===== config.mk =====
export PLATFORM = sky130hd
export DESIGN_NAME = adc_control_ext_banking
export DESIGN_NICKNAME = d
export VERILOG_FILES = /design/src/pkg/adc_ext_pkg.sv /design/src/verilog/adc_control_ext_banking.sv
export SDC_FILE = /design/constraint.sdc
export NUM_CORES = 1
export LEC_CHECK = 0
export ABC_AREA = 1
export BUFFER_PORTS_ARGS = -buffer_cell sky130_fd_sc_hd__clkbuf_2
export CORE_MARGIN = 2
export CORE_UTILIZATION = 58
export DETAILED_ROUTE_END_ITERATION = 6
export GPL_TIMING_DRIVEN = 0
export PLACE_DENSITY_LB_ADDON = 0.12
export SLEW_MARGIN = 40
export SYNTH_ARGS = -nofsm -noshare
export SYNTH_HDL_FRONTEND = slang
export SYNTH_SLANG_ARGS = --single-unit

===== constraint.sdc =====
create_clock -name CLK -period 3.25 [get_ports CLK]
set_input_delay 0.325 -clock CLK [delete_from_list [all_inputs] [get_ports CLK]]
set_output_delay 0.325 -clock CLK [all_outputs]
set_load 0.01 [all_outputs]

===== src/pkg/adc_ext_pkg.sv =====
package adc_ext_pkg;

   // ----------------------------------------------------------------
   // slot and page map
   // ----------------------------------------------------------------
   localparam logic [2:0] SLOT_STATUS = 3'h7;
   localparam logic [2:0] SLOT_WAIT = 3'h3;
   localparam logic [2:0] SLOT_CTL = 3'h0;
   localparam logic [3:0] PAGE_RESULTS = 4'h5;
   localparam logic [3:0] PAGE_CTL = 4'hD;
   localparam logic [3:0] PAGE_WAIT = 4'hF;

   // ----------------------------------------------------------------
   // status slot fields
   // ----------------------------------------------------------------
   localparam int PAGE_LSB = 0;
   localparam int IRQ_STAT_LSB = 8;
   localparam int IRQ_STAT_W = 8;
   localparam int IRQ_ADC_BIT = 0;

   // ----------------------------------------------------------------
   // control register fields
   // ----------------------------------------------------------------
   localparam int CTL_CHAN_LSB = 0;
   localparam int CTL_SCAN_BIT = 3;
   localparam int CTL_QUAD_BIT = 4;
   localparam int CTL_PRE_LSB = 5;
   localparam int CTL_SRC_LSB = 8;
   localparam int CTL_IE_BIT = 10;
   localparam int CTL_IT_BIT = 11;
   localparam int CTL_FLAG_BIT = 12;
   localparam int CTL_EN_BIT = 15;
   localparam logic [15:0] CTL_RESET = 16'h0000;
   localparam logic [15:0] WAIT_RESET = 16'h0000;
   localparam int WAIT_WR_LSB = 8;

   // ----------------------------------------------------------------
   // timing: prescaler step and converter clocks per phase
   // ----------------------------------------------------------------
   localparam int PRE_STEP = 8;
   localparam int SAMPLE_TICKS = 2;
   localparam int NIBBLE_TICKS = 1;

   typedef enum logic [1:0] {
      SRC_WRITE = 2'b00,
      SRC_EXTIRQ = 2'b01,
      SRC_TMR2 = 2'b10,
      SRC_TMR0 = 2'b11
   } start_src_e;

   typedef enum logic [1:0] {
      MODE_ONE_X4 = 2'b00,
      MODE_ONE_X1 = 2'b01,
      MODE_FOUR_X1 = 2'b10,
      MODE_FOUR_CONT = 2'b11
   } conv_mode_e;

   typedef enum logic [1:0] {
      ST_IDLE = 2'b00,
      ST_SAMPLE = 2'b01,
      ST_UPPER = 2'b10,
      ST_LOWER = 2'b11
   } conv_state_e;

   // bus request from the core
   typedef struct packed {
      logic rd;
      logic wr;
      logic [2:0] slot;
      logic [15:0] wdata;
   } ext_req_s;

   // whole block state
   typedef struct packed {
      logic [3:0] page;
      logic [IRQ_STAT_W-1:0] irq_stat;
      logic [15:0] wait_map;
      logic [15:0] ctl;
      logic [15:0] run_ctl;
      logic [3:0][7:0] result;
      conv_state_e st;
      logic [8:0] pre_cnt;
      logic [1:0] tick_cnt;
      logic [1:0] chan;
      logic [1:0] pos;
      logic [3:0] upper;
      logic flag;
      logic stretch;
      logic [15:0] rdata;
      logic [2:0] ext_sync;
      logic ext_seen;
   } blk_s;

endpackage : adc_ext_pkg


===== src/verilog/adc_control_ext_banking.sv =====
`timescale 1ns/100ps
`default_nettype none

module adc_control_ext_banking #(
   parameter int PRE_W = 9
) (
   input wire logic CLK,                          // system clock, 125 MHz
   input wire logic SYS_RST,                      // synchronous reset, high
   input wire adc_ext_pkg::ext_req_s EXT_REQ,     // slot access from core
   input wire logic EXT_WAIT_IN,                  // external wait extension
   output logic EXT_WAIT,                         // stall to core
   output logic [15:0] EXT_RDATA,                 // read data, registered
   output logic EXT_SEL_INTERNAL,                 // slot answered inside
   input wire logic [adc_ext_pkg::IRQ_STAT_W-1:0] IRQ_SOURCES, // other interrupt events
   input wire logic EXTIRQ_ONE_PIN,               // external interrupt one
   input wire logic TMR2_ZERO,                    // timer two timeout pulse
   input wire logic TMR0_ZERO,                    // timer zero timeout pulse
   input wire logic [7:0] SAR_UPPER,              // upper flash nibble in [7:4]
   input wire logic [7:0] SAR_LOWER,              // lower flash nibble in [3:0]
   output logic [1:0] ANALOG_CHAN,                // analog mux select
   output logic ANALOG_SAMPLE,                    // sample and auto-zero
   output logic ANALOG_PWR,                       // converter powered
   output logic ADC_IRQ                           // conversion irq flag level
);

   localparam int IRQ_W_P = adc_ext_pkg::IRQ_STAT_W;

   adc_ext_pkg::blk_s s_r;
   adc_ext_pkg::blk_s s_nxt;

   // next channel with wrap from three to zero
   function automatic logic [1:0] next_chan(input logic [1:0] c);
      next_chan = c + 2'h1;
   endfunction

   logic ext_rise;
   logic start_evt;
   logic pre_tick;
   logic [PRE_W-1:0] pre_max;
   logic access;
   logic wait_hit;
   logic ctl_sel;
   logic [7:0] sample;
   logic last;
   logic ctl_wr;
   logic [15:0] ctl_eff;

   // ----------------------------------------------------------------
   // combinational helpers
   // ----------------------------------------------------------------

   // ext pin edge once the second and third stages agree
   assign ext_rise = s_r.ext_sync[1] & s_r.ext_sync[2] & ~s_r.ext_seen;
   assign access = EXT_REQ.rd | EXT_REQ.wr;
   assign ctl_sel = (s_r.page == adc_ext_pkg::PAGE_CTL) && (EXT_REQ.slot == adc_ext_pkg::SLOT_CTL);

   always_comb begin
      wait_hit = 1'b0;
      if (EXT_REQ.slot != adc_ext_pkg::SLOT_STATUS) begin
         if (EXT_REQ.rd)
            wait_hit = s_r.wait_map[EXT_REQ.slot];
         else if (EXT_REQ.wr)
            wait_hit = s_r.wait_map[adc_ext_pkg::WAIT_WR_LSB + int'(EXT_REQ.slot)];
      end
   end

   // control write in its last access cycle; the value being written is the
   // one that decides source and enable, so a write selecting register start
   // fires itself even when the control slot is mapped for a wait state
   assign ctl_wr = ctl_sel & EXT_REQ.wr & wait_done();
   assign ctl_eff = ctl_wr ? EXT_REQ.wdata : s_r.ctl;

   always_comb begin
      unique case (adc_ext_pkg::start_src_e'(ctl_eff[adc_ext_pkg::CTL_SRC_LSB +: 2]))
         adc_ext_pkg::SRC_WRITE: start_evt = ctl_wr;
         adc_ext_pkg::SRC_EXTIRQ: start_evt = ext_rise;
         adc_ext_pkg::SRC_TMR2: start_evt = TMR2_ZERO;
         adc_ext_pkg::SRC_TMR0: start_evt = TMR0_ZERO;
      endcase
   end

   // a write commits in its last access cycle
   function automatic logic wait_done();
      wait_done = ~(wait_hit & ~s_r.stretch) & ~EXT_WAIT_IN;
   endfunction

   // divide by 8 times (setting + 1)
   assign pre_max = PRE_W'((int'(s_r.run_ctl[adc_ext_pkg::CTL_PRE_LSB +: 3]) + 1) * adc_ext_pkg::PRE_STEP - 1);
   assign pre_tick = (s_r.pre_cnt[PRE_W-1:0] == pre_max);
   assign sample = {s_r.upper, SAR_LOWER[3:0]};

   // last conversion for irq in this mode
   assign last = s_r.pos == 2'h3;

   // ----------------------------------------------------------------
   // next-state logic
   // ----------------------------------------------------------------
   always_comb begin
      logic commit;
      logic [15:0] wv;
      commit = 1'b0;
      wv = 16'h0000;
      s_nxt = s_r;
      s_nxt.ext_sync = {s_r.ext_sync[1:0], EXTIRQ_ONE_PIN};
      if (s_r.ext_sync[1] == s_r.ext_sync[2])
         s_nxt.ext_seen = s_r.ext_sync[2];

      commit = access & wait_done();
      if (access & wait_hit & ~s_r.stretch)
         s_nxt.stretch = 1'b1;
      else if (commit)
         s_nxt.stretch = 1'b0;
      wv = EXT_REQ.wdata;

      // status events; set wins over clear
      if (commit && EXT_REQ.wr && EXT_REQ.slot == adc_ext_pkg::SLOT_STATUS) begin
         s_nxt.irq_stat = s_r.irq_stat & ~wv[adc_ext_pkg::IRQ_STAT_LSB +: IRQ_W_P];
         s_nxt.page = wv[adc_ext_pkg::PAGE_LSB +: 4];
      end

      if (commit && EXT_REQ.wr && s_r.page == adc_ext_pkg::PAGE_WAIT && EXT_REQ.slot == adc_ext_pkg::SLOT_WAIT)
         s_nxt.wait_map = wv;

      if (commit && EXT_REQ.wr && ctl_sel) begin
         s_nxt.ctl = wv;
         s_nxt.flag = 1'b0;
      end

      s_nxt.pre_cnt = (pre_tick || s_r.st == adc_ext_pkg::ST_IDLE) ? 9'h000 : s_r.pre_cnt + 9'h001;
      if (pre_tick) begin
         unique case (s_r.st)
            adc_ext_pkg::ST_IDLE: ;
            adc_ext_pkg::ST_SAMPLE: begin
               s_nxt.tick_cnt = s_r.tick_cnt + 2'h1;
               if (int'(s_r.tick_cnt) == adc_ext_pkg::SAMPLE_TICKS - 1) begin
                  s_nxt.tick_cnt = 2'h0;
                  s_nxt.st = adc_ext_pkg::ST_UPPER;
               end
            end
            adc_ext_pkg::ST_UPPER: begin
               s_nxt.upper = SAR_UPPER[7:4];
               s_nxt.st = adc_ext_pkg::ST_LOWER;
            end
            adc_ext_pkg::ST_LOWER: begin
               if (s_r.run_ctl[adc_ext_pkg::CTL_QUAD_BIT] | s_r.run_ctl[adc_ext_pkg::CTL_SCAN_BIT])
                  s_nxt.result[s_r.chan] = sample;
               else
                  s_nxt.result[s_r.pos] = sample;
               if (s_r.run_ctl[adc_ext_pkg::CTL_IE_BIT] &&
                   (s_r.run_ctl[adc_ext_pkg::CTL_IT_BIT] ? last : (s_r.pos == 2'h0)))
                  s_nxt.flag = 1'b1;
               s_nxt.pos = s_r.pos + 2'h1;
               s_nxt.st = adc_ext_pkg::ST_SAMPLE;
               unique case (adc_ext_pkg::conv_mode_e'(s_r.run_ctl[adc_ext_pkg::CTL_SCAN_BIT +: 2]))
                  adc_ext_pkg::MODE_ONE_X4:
                     if (last) s_nxt.st = adc_ext_pkg::ST_IDLE;
                  adc_ext_pkg::MODE_ONE_X1:
                     s_nxt.st = adc_ext_pkg::ST_IDLE;
                  adc_ext_pkg::MODE_FOUR_X1: begin
                     s_nxt.chan = next_chan(s_r.chan);
                     if (last) s_nxt.st = adc_ext_pkg::ST_IDLE;
                  end
                  adc_ext_pkg::MODE_FOUR_CONT:
                     s_nxt.chan = next_chan(s_r.chan);
               endcase
            end
         endcase
      end

      if (start_evt && ctl_eff[adc_ext_pkg::CTL_EN_BIT]) begin
         s_nxt.run_ctl = ctl_eff;
         s_nxt.chan = s_nxt.run_ctl[adc_ext_pkg::CTL_CHAN_LSB +: 2];
         s_nxt.pos = 2'h0;
         s_nxt.tick_cnt = 2'h0;
         s_nxt.pre_cnt = 9'h000;
         s_nxt.st = adc_ext_pkg::ST_SAMPLE;
      end

      if (!s_nxt.ctl[adc_ext_pkg::CTL_EN_BIT])
         s_nxt.st = adc_ext_pkg::ST_IDLE;

      // converter event into shared status, set after clear
      s_nxt.irq_stat = (s_nxt.irq_stat | IRQ_SOURCES) |
                       (IRQ_W_P'(~s_r.flag & s_nxt.flag) << adc_ext_pkg::IRQ_ADC_BIT);

      // page five results, page 13 control
      s_nxt.rdata = 16'h0000;
      if (EXT_REQ.rd) begin
         if (EXT_REQ.slot == adc_ext_pkg::SLOT_STATUS)
            s_nxt.rdata = {s_r.irq_stat, 4'h0, s_r.page};
         else if (ctl_sel)
            s_nxt.rdata = {s_r.ctl[15:13], s_r.flag, s_r.ctl[11:0]};
         else if (s_r.page == adc_ext_pkg::PAGE_WAIT && EXT_REQ.slot == adc_ext_pkg::SLOT_WAIT)
            s_nxt.rdata = s_r.wait_map;
         else if (s_r.ctl[adc_ext_pkg::CTL_EN_BIT] && s_r.page == adc_ext_pkg::PAGE_RESULTS &&
                  EXT_REQ.slot <= 3'h2)
            s_nxt.rdata = {8'h00, s_r.result[2'(EXT_REQ.slot) + 2'h1]};
         else if (s_r.ctl[adc_ext_pkg::CTL_EN_BIT] && EXT_REQ.slot == 3'h6 &&
                  (s_r.page <= 4'h5 || s_r.page >= 4'h6) && s_r.page != adc_ext_pkg::PAGE_WAIT &&
                  s_r.page != 4'h4)
            s_nxt.rdata = {8'h00, s_r.result[s_r.page <= 4'h3 ? s_r.page[1:0] : 2'h0]};
      end
   end

   // ----------------------------------------------------------------
   // state register
   // ----------------------------------------------------------------
   always_ff @(posedge CLK) begin
      if (SYS_RST) begin
         s_r <= '0;
         s_r.ctl <= adc_ext_pkg::CTL_RESET;
         s_r.wait_map <= adc_ext_pkg::WAIT_RESET;
      end else begin
         s_r <= s_nxt;
      end
   end

   // ----------------------------------------------------------------
   // outputs
   // ----------------------------------------------------------------
   assign EXT_WAIT = access & ~wait_done();
   assign EXT_RDATA = s_r.rdata;
   assign EXT_SEL_INTERNAL = (EXT_REQ.slot == adc_ext_pkg::SLOT_STATUS) || ctl_sel ||
                             (s_r.page == adc_ext_pkg::PAGE_WAIT && EXT_REQ.slot == adc_ext_pkg::SLOT_WAIT);
   assign ANALOG_CHAN = s_r.chan;
   assign ANALOG_SAMPLE = (s_r.st == adc_ext_pkg::ST_SAMPLE);
   assign ANALOG_PWR = s_r.ctl[adc_ext_pkg::CTL_EN_BIT];
   assign ADC_IRQ = s_r.flag;

endmodule : adc_control_ext_banking

`default_nettype wire


==> results.md, run 1 <==
* Outcome: completed
* Total CTS buffers at 17
* Startpoint Class: flip-flop
* Commonest cells after routing, fill and taps aside: 147 x inv_1, 131 x o21ai_0, 125 x dfxtp_1
* Number of max-cap violations at 0
* Syn_nets at 923
* Die area at 11500 sq um
* Post-Synth XOR/XNOR Area at 1.84%
* Fin nets at 1010
* Max IR drop VDD at 0.360 mV
* Clk slew on worst S/H paths at 0.06 ns
* DRT Pass-1 Iters at 6
* Initial core utilization at 59.7%
* I/O pin total at 74
* Ant. Diodes at 0
* Detailed Route WL at 17500 um
* Vias in the first global route at 5773
* Max frequency at 356 MHz
* DRT antenna net count at 0
* Core Rows at 37
* Final GP Congestion at 0.962
* Fin Setup TNS at 0 ns
* YS warnings at 0
* Layout area overhead at 18.3%
* Max FO, Critical Path at 10
* Switching share of power at 21.5%
* Die height at 107 um
* Synth Area in Adders at 2.83%
* Internal power at 2.87 mW
* Worst skew pair latency at 0.53 ns
* Largest net degree at the start of global routing at 17
* Post-route setup slack at 0.442 ns
* Critical path arrival at 2.48 ns
* Avg Inst Size Synth at 7.22 sq um
* Dpl ws at -0.00744 ns
* R2R depth at 11
* Setup Viol. Count Final at 0
* CP top delay family: simple AND/OR/NAND/NOR gates
* Post-synthesis cell type count at 44
* Register area share after synthesis at 40.4%
* Initial drt markers at 544
* Simple-Gate Fraction of Synth Area at 15.3%
* Clock root buffer: clkbuf_8
* CTS tree: built
* CP Launch Point: s_r[131]
* GRT Total Usage at 31.8%
* Clock Sinks at 125
* Required @ worst endpoint at 2.92 ns
* DR vias/cell at 5.47
* Buf/Inv on CP at 3
* Yosys reg bits at 125
* Post-synth EDFFs at 0
* Die Width at 107 um
* Power per cell area at 500 nW/um^2
* Slew Viols, Final at 0
* Synthesized area at 6190 sq um
* Element type at the critical path end: output port
* Async SR Flop Fraction at 0%
* Stages on worst setup path at 6
* Slowest stage cell, crit path: dfxtp_1
* Final Hold Viols at 0
* Logic pwr share at 5.5%
* R2r endpoint: s_r[54]
* Post-layout min period at 2.81 ns
* Final period util at 86.4%
* DRC errors left at 0
* Compound-gate portion of the synthesized area at 24.8%
* Crit path to: EXT_SEL_INTERNAL
* Clock Skews at 0.00561 ns
* Reg power frac at 42.4%
* Cells after Synth at 858
* Crit Reg-Reg Startpoint: s_r[81]
* Vias at 5977
* Setup repair after global routing missed its margin: no
* First-pass GRT wire length at 28200 um
* Critical Path Max Stage Delay at 0.41 ns
* Sw power at 0.789 mW
* Largest family of logic cells by synthesized area: compound AO/OA/AOI/OAI gates
* Post-CTS Setup Bufs at 0
* Worst hold path type: input pin to flip-flop
* Share of layout cells above drive strength 1 at 14.5%
* Worst Max-Slew Pin Slew at 0.748 ns
* Initial antenna violation count at 0
* CP cell instances: inv_2, nor3_1, nand3_1, clkbuf_1, nand2_1, clkbuf_2
* Main flop type after synthesis: dfxtp_1
* Post-DP HPWL at 12700 um
* Max clock buf depth at 2
* IO buf count at 64
* Post-synthesis mux area share at 0%
* Leak Pwr at 3.27 nW
* Wire per inst at 16.1 um
* Setup slack, reg-to-reg at 0.60 ns
* Clk pwr share at 52.1%
* Gr ovfl total at 0
* Leading cell type in the layout, fill and taps excluded: inv_1
* Htree depth at 4
* Core Region at 10400 sq um
* Max-slew headroom at the worst pin at 50.0%
* CP Class: flip-flop to output port
Yosys cell counts, types with 2 or more instances:
| master | n | area (sq um) |
|---|---|---|
| nand3_1 | 35 | 175 |
| inv_1 | 147 | 552 |
| buf_6 | 8 | 90.1 |
| a31oi_1 | 3 | 18.8 |
| o22ai_1 | 5 | 31.3 |
| dfxtp_1 | 125 | 2500 |
| inv_2 | 2 | 7.51 |
| o21a_1 | 2 | 15.0 |
| xnor2_1 | 5 | 43.8 |
| nand2_1 | 94 | 353 |
| clkbuf_1 | 23 | 86.3 |
| o21ai_0 | 131 | 656 |
| a21oi_1 | 123 | 616 |
| nor2_1 | 62 | 233 |
| o211ai_4 | 2 | 42.5 |
| a211oi_1 | 4 | 30.0 |
| o221ai_1 | 3 | 26.3 |
| buf_4 | 20 | 150 |
| a22o_1 | 2 | 17.5 |
| nand2_2 | 2 | 12.5 |
| o21ai_1 | 5 | 25.0 |
| nor3_1 | 7 | 35.0 |
| nand4_1 | 6 | 37.5 |
| ha_1 | 14 | 175 |
| xor2_1 | 8 | 70.1 |
| o211ai_2 | 2 | 25.0 |
sequential cells by signal (all words and copies together) (netlist names):
signal / count
EXT_RDATA: 16
ANALOG_CHAN: 2
s_r: 103
s_nxt: 2
ANALOG_PWR: 1
ADC_IRQ: 1
timing repair:
| item | 4_1_cts | 5_1_grt |
|---|---|---|
| gates resized for setup | 0 | 0 |
| hold buffers | 4 | 0 |
| endpoints found under the hold margin | 4 | 0 |
worst min-delay path by stage:
stage	startpoint	endpoint	slack, ns	cells after the start
6_report	IRQ_SOURCES[3]	s_r[126]	0.02	3
3_3_place_gp	s_nxt[2]	s_nxt[3]	0.39	2
2_1_floorplan	s_nxt[2]	s_nxt[3]	0.39	2
5_1_grt	IRQ_SOURCES[1]	s_r[124]	0.02	3
4_1_cts	IRQ_SOURCES[1]	s_r[124]	0.002	3
3_5_place_dp	s_nxt[2]	s_nxt[3]	0.40	2
metal layers:
metal | GRT usage, % | wire length, um
met1 | 40.9 | 7490
met2 | 52.5 | 8300
met3 | 6.90 | 1420
met4 | 11.5 | 343
met5 | 0 | 0
power groups by stage:
stage / sequential (mW) / combinational, mW / clock [mW]
floorplan: 1.58 / 0.111 / 0
global placement: 1.58 / 0.188 / 0
detailed placement: 1.58 / 0.191 / 0
CTS: 1.55 / 0.196 / 1.92
global route: 1.55 / 0.223 / 1.99
finish: 1.55 / 0.201 / 1.91
logic make-up after synthesis:
family,Yosys count
AO/OA/AOI/OAI,286
buffers and inverters,205
adder cells (fa/ha/maj),14
AND/OR/NAND/NOR,215
XOR/XNOR,13
flip-flops,125
stage by stage:
stage / power (mW) / hold slack, ns / utilization [%] / cell area, sq um / std cells
after global routing: 3.77 / 0.0180 / 70.7 / 7330 / 1092
after detailed placement: 1.78 / 0.401 / 64.5 / 6690 / 1058
after CTS: 3.67 / 0.00226 / 70.7 / 7330 / 1092
final: 3.66 / 0.0215 / 70.7 / 7330 / 1092
after floorplan: 1.69 / 0.388 / - / 6190 / 858
after global placement: 1.77 / 0.394 / 64.5 / 6690 / 1058
worst min-delay path, cell delays in order:
cell and delay, ns:
clkbuf_2 0.07, o21ai_0 0.07, inv_1 0.05
layout make-up:
cell class	count	area, sq um
Clock inverter	6	108
Multi-Input combinational cell	528	2780
Timing Repair Buffer	68	360
Tap cell	136	170
Inverter	151	569
Clock buffer	24	490
Fill cell	900	3040
Sequential cell	125	2500
Buffer	54	349
Note: power is estimated with default switching activity, not from simulation.
==> inputs of run 2 (changes only) <==
- ABC_AREA: 1 -> default
- SKIP_LAST_GASP: default -> 1
==> run 2 against run 1 <==
Final cell count is 20% lower. Cell area is 1.9% lower. Global-route usage is 2.9 points lower. Critical path type is now flip-flop to flip-flop. Die area is 3.1% lower.
==> results.md, run 2 <==
* Outcome: completed
* Post-DP HPWL at 11000 um
* Max clock buf depth at 2
* Required @ worst endpoint at 3.65 ns
* Clock Sinks at 125
* Largest family of logic cells by synthesized area: multiplexers
* Cells after Synth at 638
* Design area at 7190 sq um
* Most frequent CP cell: nor2_1
* YS warnings at 0
* Core Region at 10200 sq um
* Setup Viol. Count Final at 0
* Leading cell type in the layout, fill and taps excluded: dfxtp_1
* Post-synthesis mux area share at 18.2%
* Yosys reg bits at 125
* Initial drt markers at 345
* Gr ovfl total at 0
* CTS tree: built
* Clk slew on worst S/H paths at 0.06 ns
* Largest Register: s_r
* DR vias/cell at 5.85
* Setup slack, reg-to-reg at 0.14 ns
* Initial antenna violation count at 0
* GRT Total Usage at 28.9%
* Synth Area in Adders at 2.92%
* PnR Total Power at 3.52 mW
* Slowest stage cell, crit path: or3b_2
* Hold Buf Count CTS at 0
* Die height at 106 um
* Synth area leader: dfxtp_1
* Vias at 5137
* Syn_nets at 703
* R2R depth at 9
* Post-synthesis cell type count at 57
* CP cell instances: ha_1, or3b_2, a21oi_1, o211ai_1, or3_1, buf_2, nor2_1, mux2i_1, nor2_1
* Hold depth at 3
* Post-Synth XOR/XNOR Area at 1.90%
* Clock Skews at 0.00905 ns
* Min-delay src: IRQ_SOURCES[2]
* Number of max-cap violations at 0
* Max FFs per register at 103
* Uppermost routed layer: met4
* Max frequency at 321 MHz
* Crit Reg-Reg Startpoint: s_r[80]
* Top cell type's share of synthesized area at 41.7%
* DP Area at 6490 sq um
* Post-route setup slack at 0.137 ns
* CP Class: flip-flop to flip-flop
* Startpoint Class: flip-flop
* Post-layout min period at 3.11 ns
* Slew Viols, Final at 0
* Largest net degree at the start of global routing at 17
* DRT antenna net count at 0
* DRC errors left at 0
* Fin Setup TNS at 0 ns
* Largest cells by area after synthesis: dfxtp_1 42%, mux2i_1 13%, nor2_1 7.3%, mux4_2 3.0%, ha_1 2.9%
* Commonest cells after routing, fill and taps aside: 125 x dfxtp_1, 117 x nor2_1, 79 x mux2i_1
* Count leader, synth: dfxtp_1
* Worst Max-Slew Pin Slew at 0.788 ns
* Critical Path Max Stage Delay at 0.49 ns
* Dpl cells at 838
* Avg Inst Size Synth at 9.40 sq um
* WL met3 at 1200 um
* Wire per inst at 17.9 um
* Synthesized area at 5990 sq um
* Fin cells at 878
* Critical path arrival at 3.51 ns
* Htree depth at 4
* Worst skew pair latency at 0.53 ns
* Compound-gate portion of the synthesized area at 12.0%
* Vias in the first global route at 4842
* Total CTS buffers at 17
* Post-route met1 wirelength at 6860 um
* Die area at 11200 sq um
* Element type at the critical path end: flip-flop
* Max IR drop VDD at 0.400 mV
* Detailed Route WL at 15700 um
* Fin nets at 794
* I/O pin total at 74
* Dpl ws at -0.0435 ns
* Max-slew headroom at the worst pin at 47.4%
* Leak Pwr at 2.86 nW
* Max FO, Critical Path at 10
* Initial core utilization at 58.9%
* Ant. Diodes at 0
* Core Rows at 37
* Simple-Gate Fraction of Synth Area at 17.7%
* Final period util at 95.8%
* Post-synth EDFFs at 0
* WL met2 at 7340 um
* Final GP Congestion at 0.905
* Main flop type after synthesis: dfxtp_1
* Layout area overhead at 20.0%
* Share of layout cells above drive strength 1 at 22.1%
* Register area share after synthesis at 41.7%
* Post-synth top cells: 125 x dfxtp_1, 117 x nor2_1, 79 x mux2i_1
* First-pass GRT wire length at 24900 um
* Power per cell area at 490 nW/um^2
* Final Hold Viols at 0
* R2r endpoint: s_r[27]
* Die Width at 106 um
* Clock root buffer: clkbuf_8
* Worst hold path type: input pin to flip-flop
* Async SR Flop Fraction at 0%
* DRT Pass-1 Iters at 7
* Hold EP: s_r[125]
* IO buf count at 64
-- run 2: cell types whose count changed after synthesis, moves of 8 or more --
cell | previous run | this run
a21oi_1 | 123 | 29
a222oi_1 | 0 | 12
a31o_2 | 0 | 8
inv_1 | 147 | 12
mux2i_1 | 0 | 79
mux4_2 | 0 | 8
nand2_1 | 94 | 40
nand3_1 | 35 | 9
nor2_1 | 62 | 117
nor2b_1 | 0 | 10
nor4_1 | 1 | 9
o21ai_0 | 131 | 16
-- run 2: metrics by stage --
| stage | hold slack (ns) | util, % |
|---|---|---|
| 6_report | 0.00612 | 70.6 |
| 2_1_floorplan | 0.414 | - |
| 3_3_place_gp | 0.419 | 63.7 |
| 5_1_grt | 0.00385 | 70.6 |
| 3_5_place_dp | 0.428 | 63.7 |
| 4_1_cts | 0.00181 | 69.3 |
-- run 2: cells by family after synthesis --
kind of cell | Yosys count
flops | 125
buf+inv | 64
compound gates | 102
xor+xnor | 13
fa+ha+maj | 14
mux | 97
simple gates | 223
-- run 2: area by class of cell --
| cell class | instances | area, sq um |
|---|---|---|
| multi-input cells | 449 | 3190 |
| fillers | 819 | 2990 |
| flip-flops and latches | 125 | 2500 |
| clock buffers | 25 | 484 |
| repair buffers | 72 | 430 |
| plain buffers | 51 | 282 |
| well taps | 136 | 170 |
| clock inverters | 7 | 85.1 |
| inverters | 13 | 48.8 |
-- run 2: worst max-delay path by stage --
| stage | endpoint | start | depth (start not counted) | slack, ns |
|---|---|---|---|---|
| 2_1_floorplan | s_r[43] | s_r[80] | 9 | 0.44 |
| 3_3_place_gp | ANALOG_CHAN[1] | EXT_REQ[16] | 11 | 0.001 |
| 3_5_place_dp | s_r[59] | s_r[80] | 9 | -0.04 |
| 4_1_cts | s_r[59] | s_r[80] | 9 | -0.02 |
| 5_1_grt | s_r[24] | s_r[80] | 9 | -0.003 |
| 6_report | s_r[27] | s_r[80] | 9 | 0.14 |
-- run 2: what timing repair did --
action | in CTS | in global routing
resized for setup | 0 | 1
setup buffers | 0 | 8
pin swaps | 4 | 5
setup endpoints to repair | 27 | 46
-- run 2: worst max-delay path, delay by kind of cell (launching register included) --
kind	cells	cell delay [ns]
compound gates	2	0.29
fa+ha+maj	1	0.33
buf+inv	1	0.24
flops	1	0.48
mux	1	0.24
simple gates	4	1.41
-- run 2: layer usage --
metal  global-route usage [%]  vias to the layer above
li1                         -                     2455
met1                     38.8                     2441
met2                     45.1                      208
met3                     6.37                       33
met4                     11.9                        0
met5                        0                        -
-- run 2: where the power goes --
group          leakage [nW]  switching (mW)  internal (mW)
Combinational          1.56          0.0999         0.0567
Clock                 0.286           0.650           1.17
Sequential             1.01         0.00642           1.55
Total                  2.86           0.756           2.77
==> inputs of run 3 (changes only) <==
- CORE_UTILIZATION: 58 -> 52
- clock period: 3.25 -> 2.5 ns (I/O delays scaled with it)
==> run 3 against run 2 <==
The flow now finishes with violations (design-rule violations, negative setup slack). Maximum frequency is 22% higher. First-iteration DRC count up 33%. Final cell count increased by 1.4%. Power increased by 27%. Via count is 2.3% higher. Sequential share of layout area decreased by 1.0 points.
==> results.md, run 3 (synthesized netlist as in run 2, its figures left out) <==
* Share of layout cells above drive strength 1 at 26.1%
* Switching share of power at 22.3%
* I/O pin total at 74
* Final GP Congestion at 0.929
* Htree depth at 4
* Setup Viol. Count Final at 31
* Max clock buf depth at 2
* Initial core utilization at 53.0%
* Clock root buffer: clkbuf_16
* Max FFs per register at 103
* Die area at 12400 sq um
* Setup repair after global routing missed its margin: yes
* Dpl ws at -0.643 ns
* Slew Viols, Final at 0
* Leading cell type in the layout, fill and taps excluded: dfxtp_1
* Clk slew on worst S/H paths at 0.05 ns
* Critical path arrival at 2.86 ns
* Worst hold path type: input pin to flip-flop
* Worst skew pair latency at 0.41 ns
* Internal power at 3.48 mW
* Fin nets at 800
* DRC errors left at 5
* Initial antenna violation count at 0
* DRT antenna net count at 0
* Element type at the critical path end: flip-flop
* Vias in the first global route at 5028
* Largest Register: s_r
* Reg power frac at 45.0%
* Sw power at 0.998 mW
* Final period util at 102%
* Initial drt markers at 458
* Outcome: complete, but fails checks
* Layout filler cell count at 935
* Worst Max-Slew Pin Slew at 0.888 ns
* Dpl cells at 845
* Clock Sinks at 125
* Ant. Diodes at 0
* DRT Pass-1 Iters at 7
* Detailed Route WL at 16200 um
* Leak Pwr at 2.93 nW
* IO buf count at 64
* Die Width at 111 um
* Layout area overhead at 23.9%
* Largest net degree at the start of global routing at 17
* Max IR drop VDD at 0.469 mV
* Core Rows at 39
* Max FO, Critical Path at 5
* Vias at 5254
* DR vias/cell at 5.90
* Max-slew headroom at the worst pin at 40.3%
* CTS tree: built
* Clock Skews at 0.00567 ns
* GRT Total Usage at 26.4%
* Max frequency at 391 MHz
* Logic pwr share at 4.8%
* Clk pwr share at 50.2%
* Wire per inst at 18.3 um
* Post-layout min period at 2.56 ns
* Core Region at 11300 sq um
* Power per cell area at 603 nW/um^2
* Number of max-cap violations at 0
* Final Hold Viols at 0
* CP Class: flip-flop to flip-flop
* DP Area at 6540 sq um
* Failing checks: design-rule violations, negative setup slack
* Commonest cells after routing, fill and taps aside: 122 x dfxtp_1, 114 x nor2_1, 73 x mux2i_1
* PnR Total Power at 4.48 mW
* Total CTS buffers at 17
* First-pass GRT wire length at 25700 um
* Startpoint Class: flip-flop
* Gr ovfl total at 0
* Required @ worst endpoint at 2.80 ns
* Post-DP HPWL at 11200 um
* Hold Buf Count CTS at 0
* Design area at 7430 sq um
* Post-route setup slack at -0.0564 ns
* Fin cells at 890
* Die height at 111 um
-- run 3: cell types whose count changed in the layout (fill, tap and decap cells not counted), sizes merged --
cell,delta
buf,+5
bufbuf,+1
bufinv,-1
clkbuf,-3
clkinv,+3
-- run 3: final timing paths --
check / slack [ns] / endpoint / depth (start not counted) / start
worst min register to register: 0.44 / s_nxt[3] / 1 / s_nxt[2]
worst max-delay path: -0.06 / ANALOG_CHAN[0] / 9 / s_r[81]
worst min-delay path: 0.04 / s_r[124] / 3 / IRQ_SOURCES[1]
worst max register to register: -0.06 / ANALOG_CHAN[0] / 9 / s_r[81]
-- run 3: layout make-up --
cell class,count,area (sq um),share of cell area [%]
multi-input cells,449,3340,44.9
clock buffers,22,464,6.25
inverters,13,48.8,0.657
flip-flops and latches,125,2510,33.8
well taps,143,179,2.41
clock inverters,9,70.1,0.943
repair buffers,78,504,6.79
plain buffers,51,314,4.23
-- run 3: worst max-delay path: stages, from the launching register on --
cell and delay, ns:
dfxtp_4 0.35, ha_4 0.25, or3b_4 0.38, a21oi_2 0.12, o211ai_1 0.12, or3_4 0.42
bufbuf_16 0.29, o21ai_4 0.16, a21oi_2 0.08, mux2_4 0.27
-- run 3: per-layer routing --
metal | up-vias | GRT usage (%) | routed length [um]
li1 | 2460 | - | -
met1 | 2543 | 34.5 | 6850
met2 | 222 | 43.5 | 7940
met3 | 29 | 5.23 | 1130
met4 | 0 | 9.79 | 327
met5 | - | 0 | 0
-- run 3: through the flow --
stage	util (%)	hold WS (ns)	TNS (ns)
6_report	65.6	0.0426	-0.624
5_1_grt	65.6	0.0457	-3.25
4_1_cts	64.5	0.0423	-2.65
3_5_place_dp	57.8	0.433	-31.82
3_3_place_gp	57.7	0.417	-27.73
2_1_floorplan	-	0.367	-0.0209
-- run 3: timing repair --
| item | in CTS | in global routing |
|---|---|---|
| resized for setup | 20 | 23 |
| cloned | 1 | 0 |
| pin swaps | 12 | 9 |
| endpoints found under the hold margin | 0 | 0 |
| buffers inserted | 11 | 2 |
| endpoints found under the setup margin | 79 | 61 |
-- run 3: power groups by stage --
stage / clock network, mW / registers, mW / logic, mW
2_1_floorplan: 0 / 2.06 / 0.110
3_3_place_gp: 0 / 2.06 / 0.200
3_5_place_dp: 0 / 2.06 / 0.203
4_1_cts: 2.27 / 2.01 / 0.206
5_1_grt: 2.35 / 2.02 / 0.230
6_report: 2.25 / 2.02 / 0.214
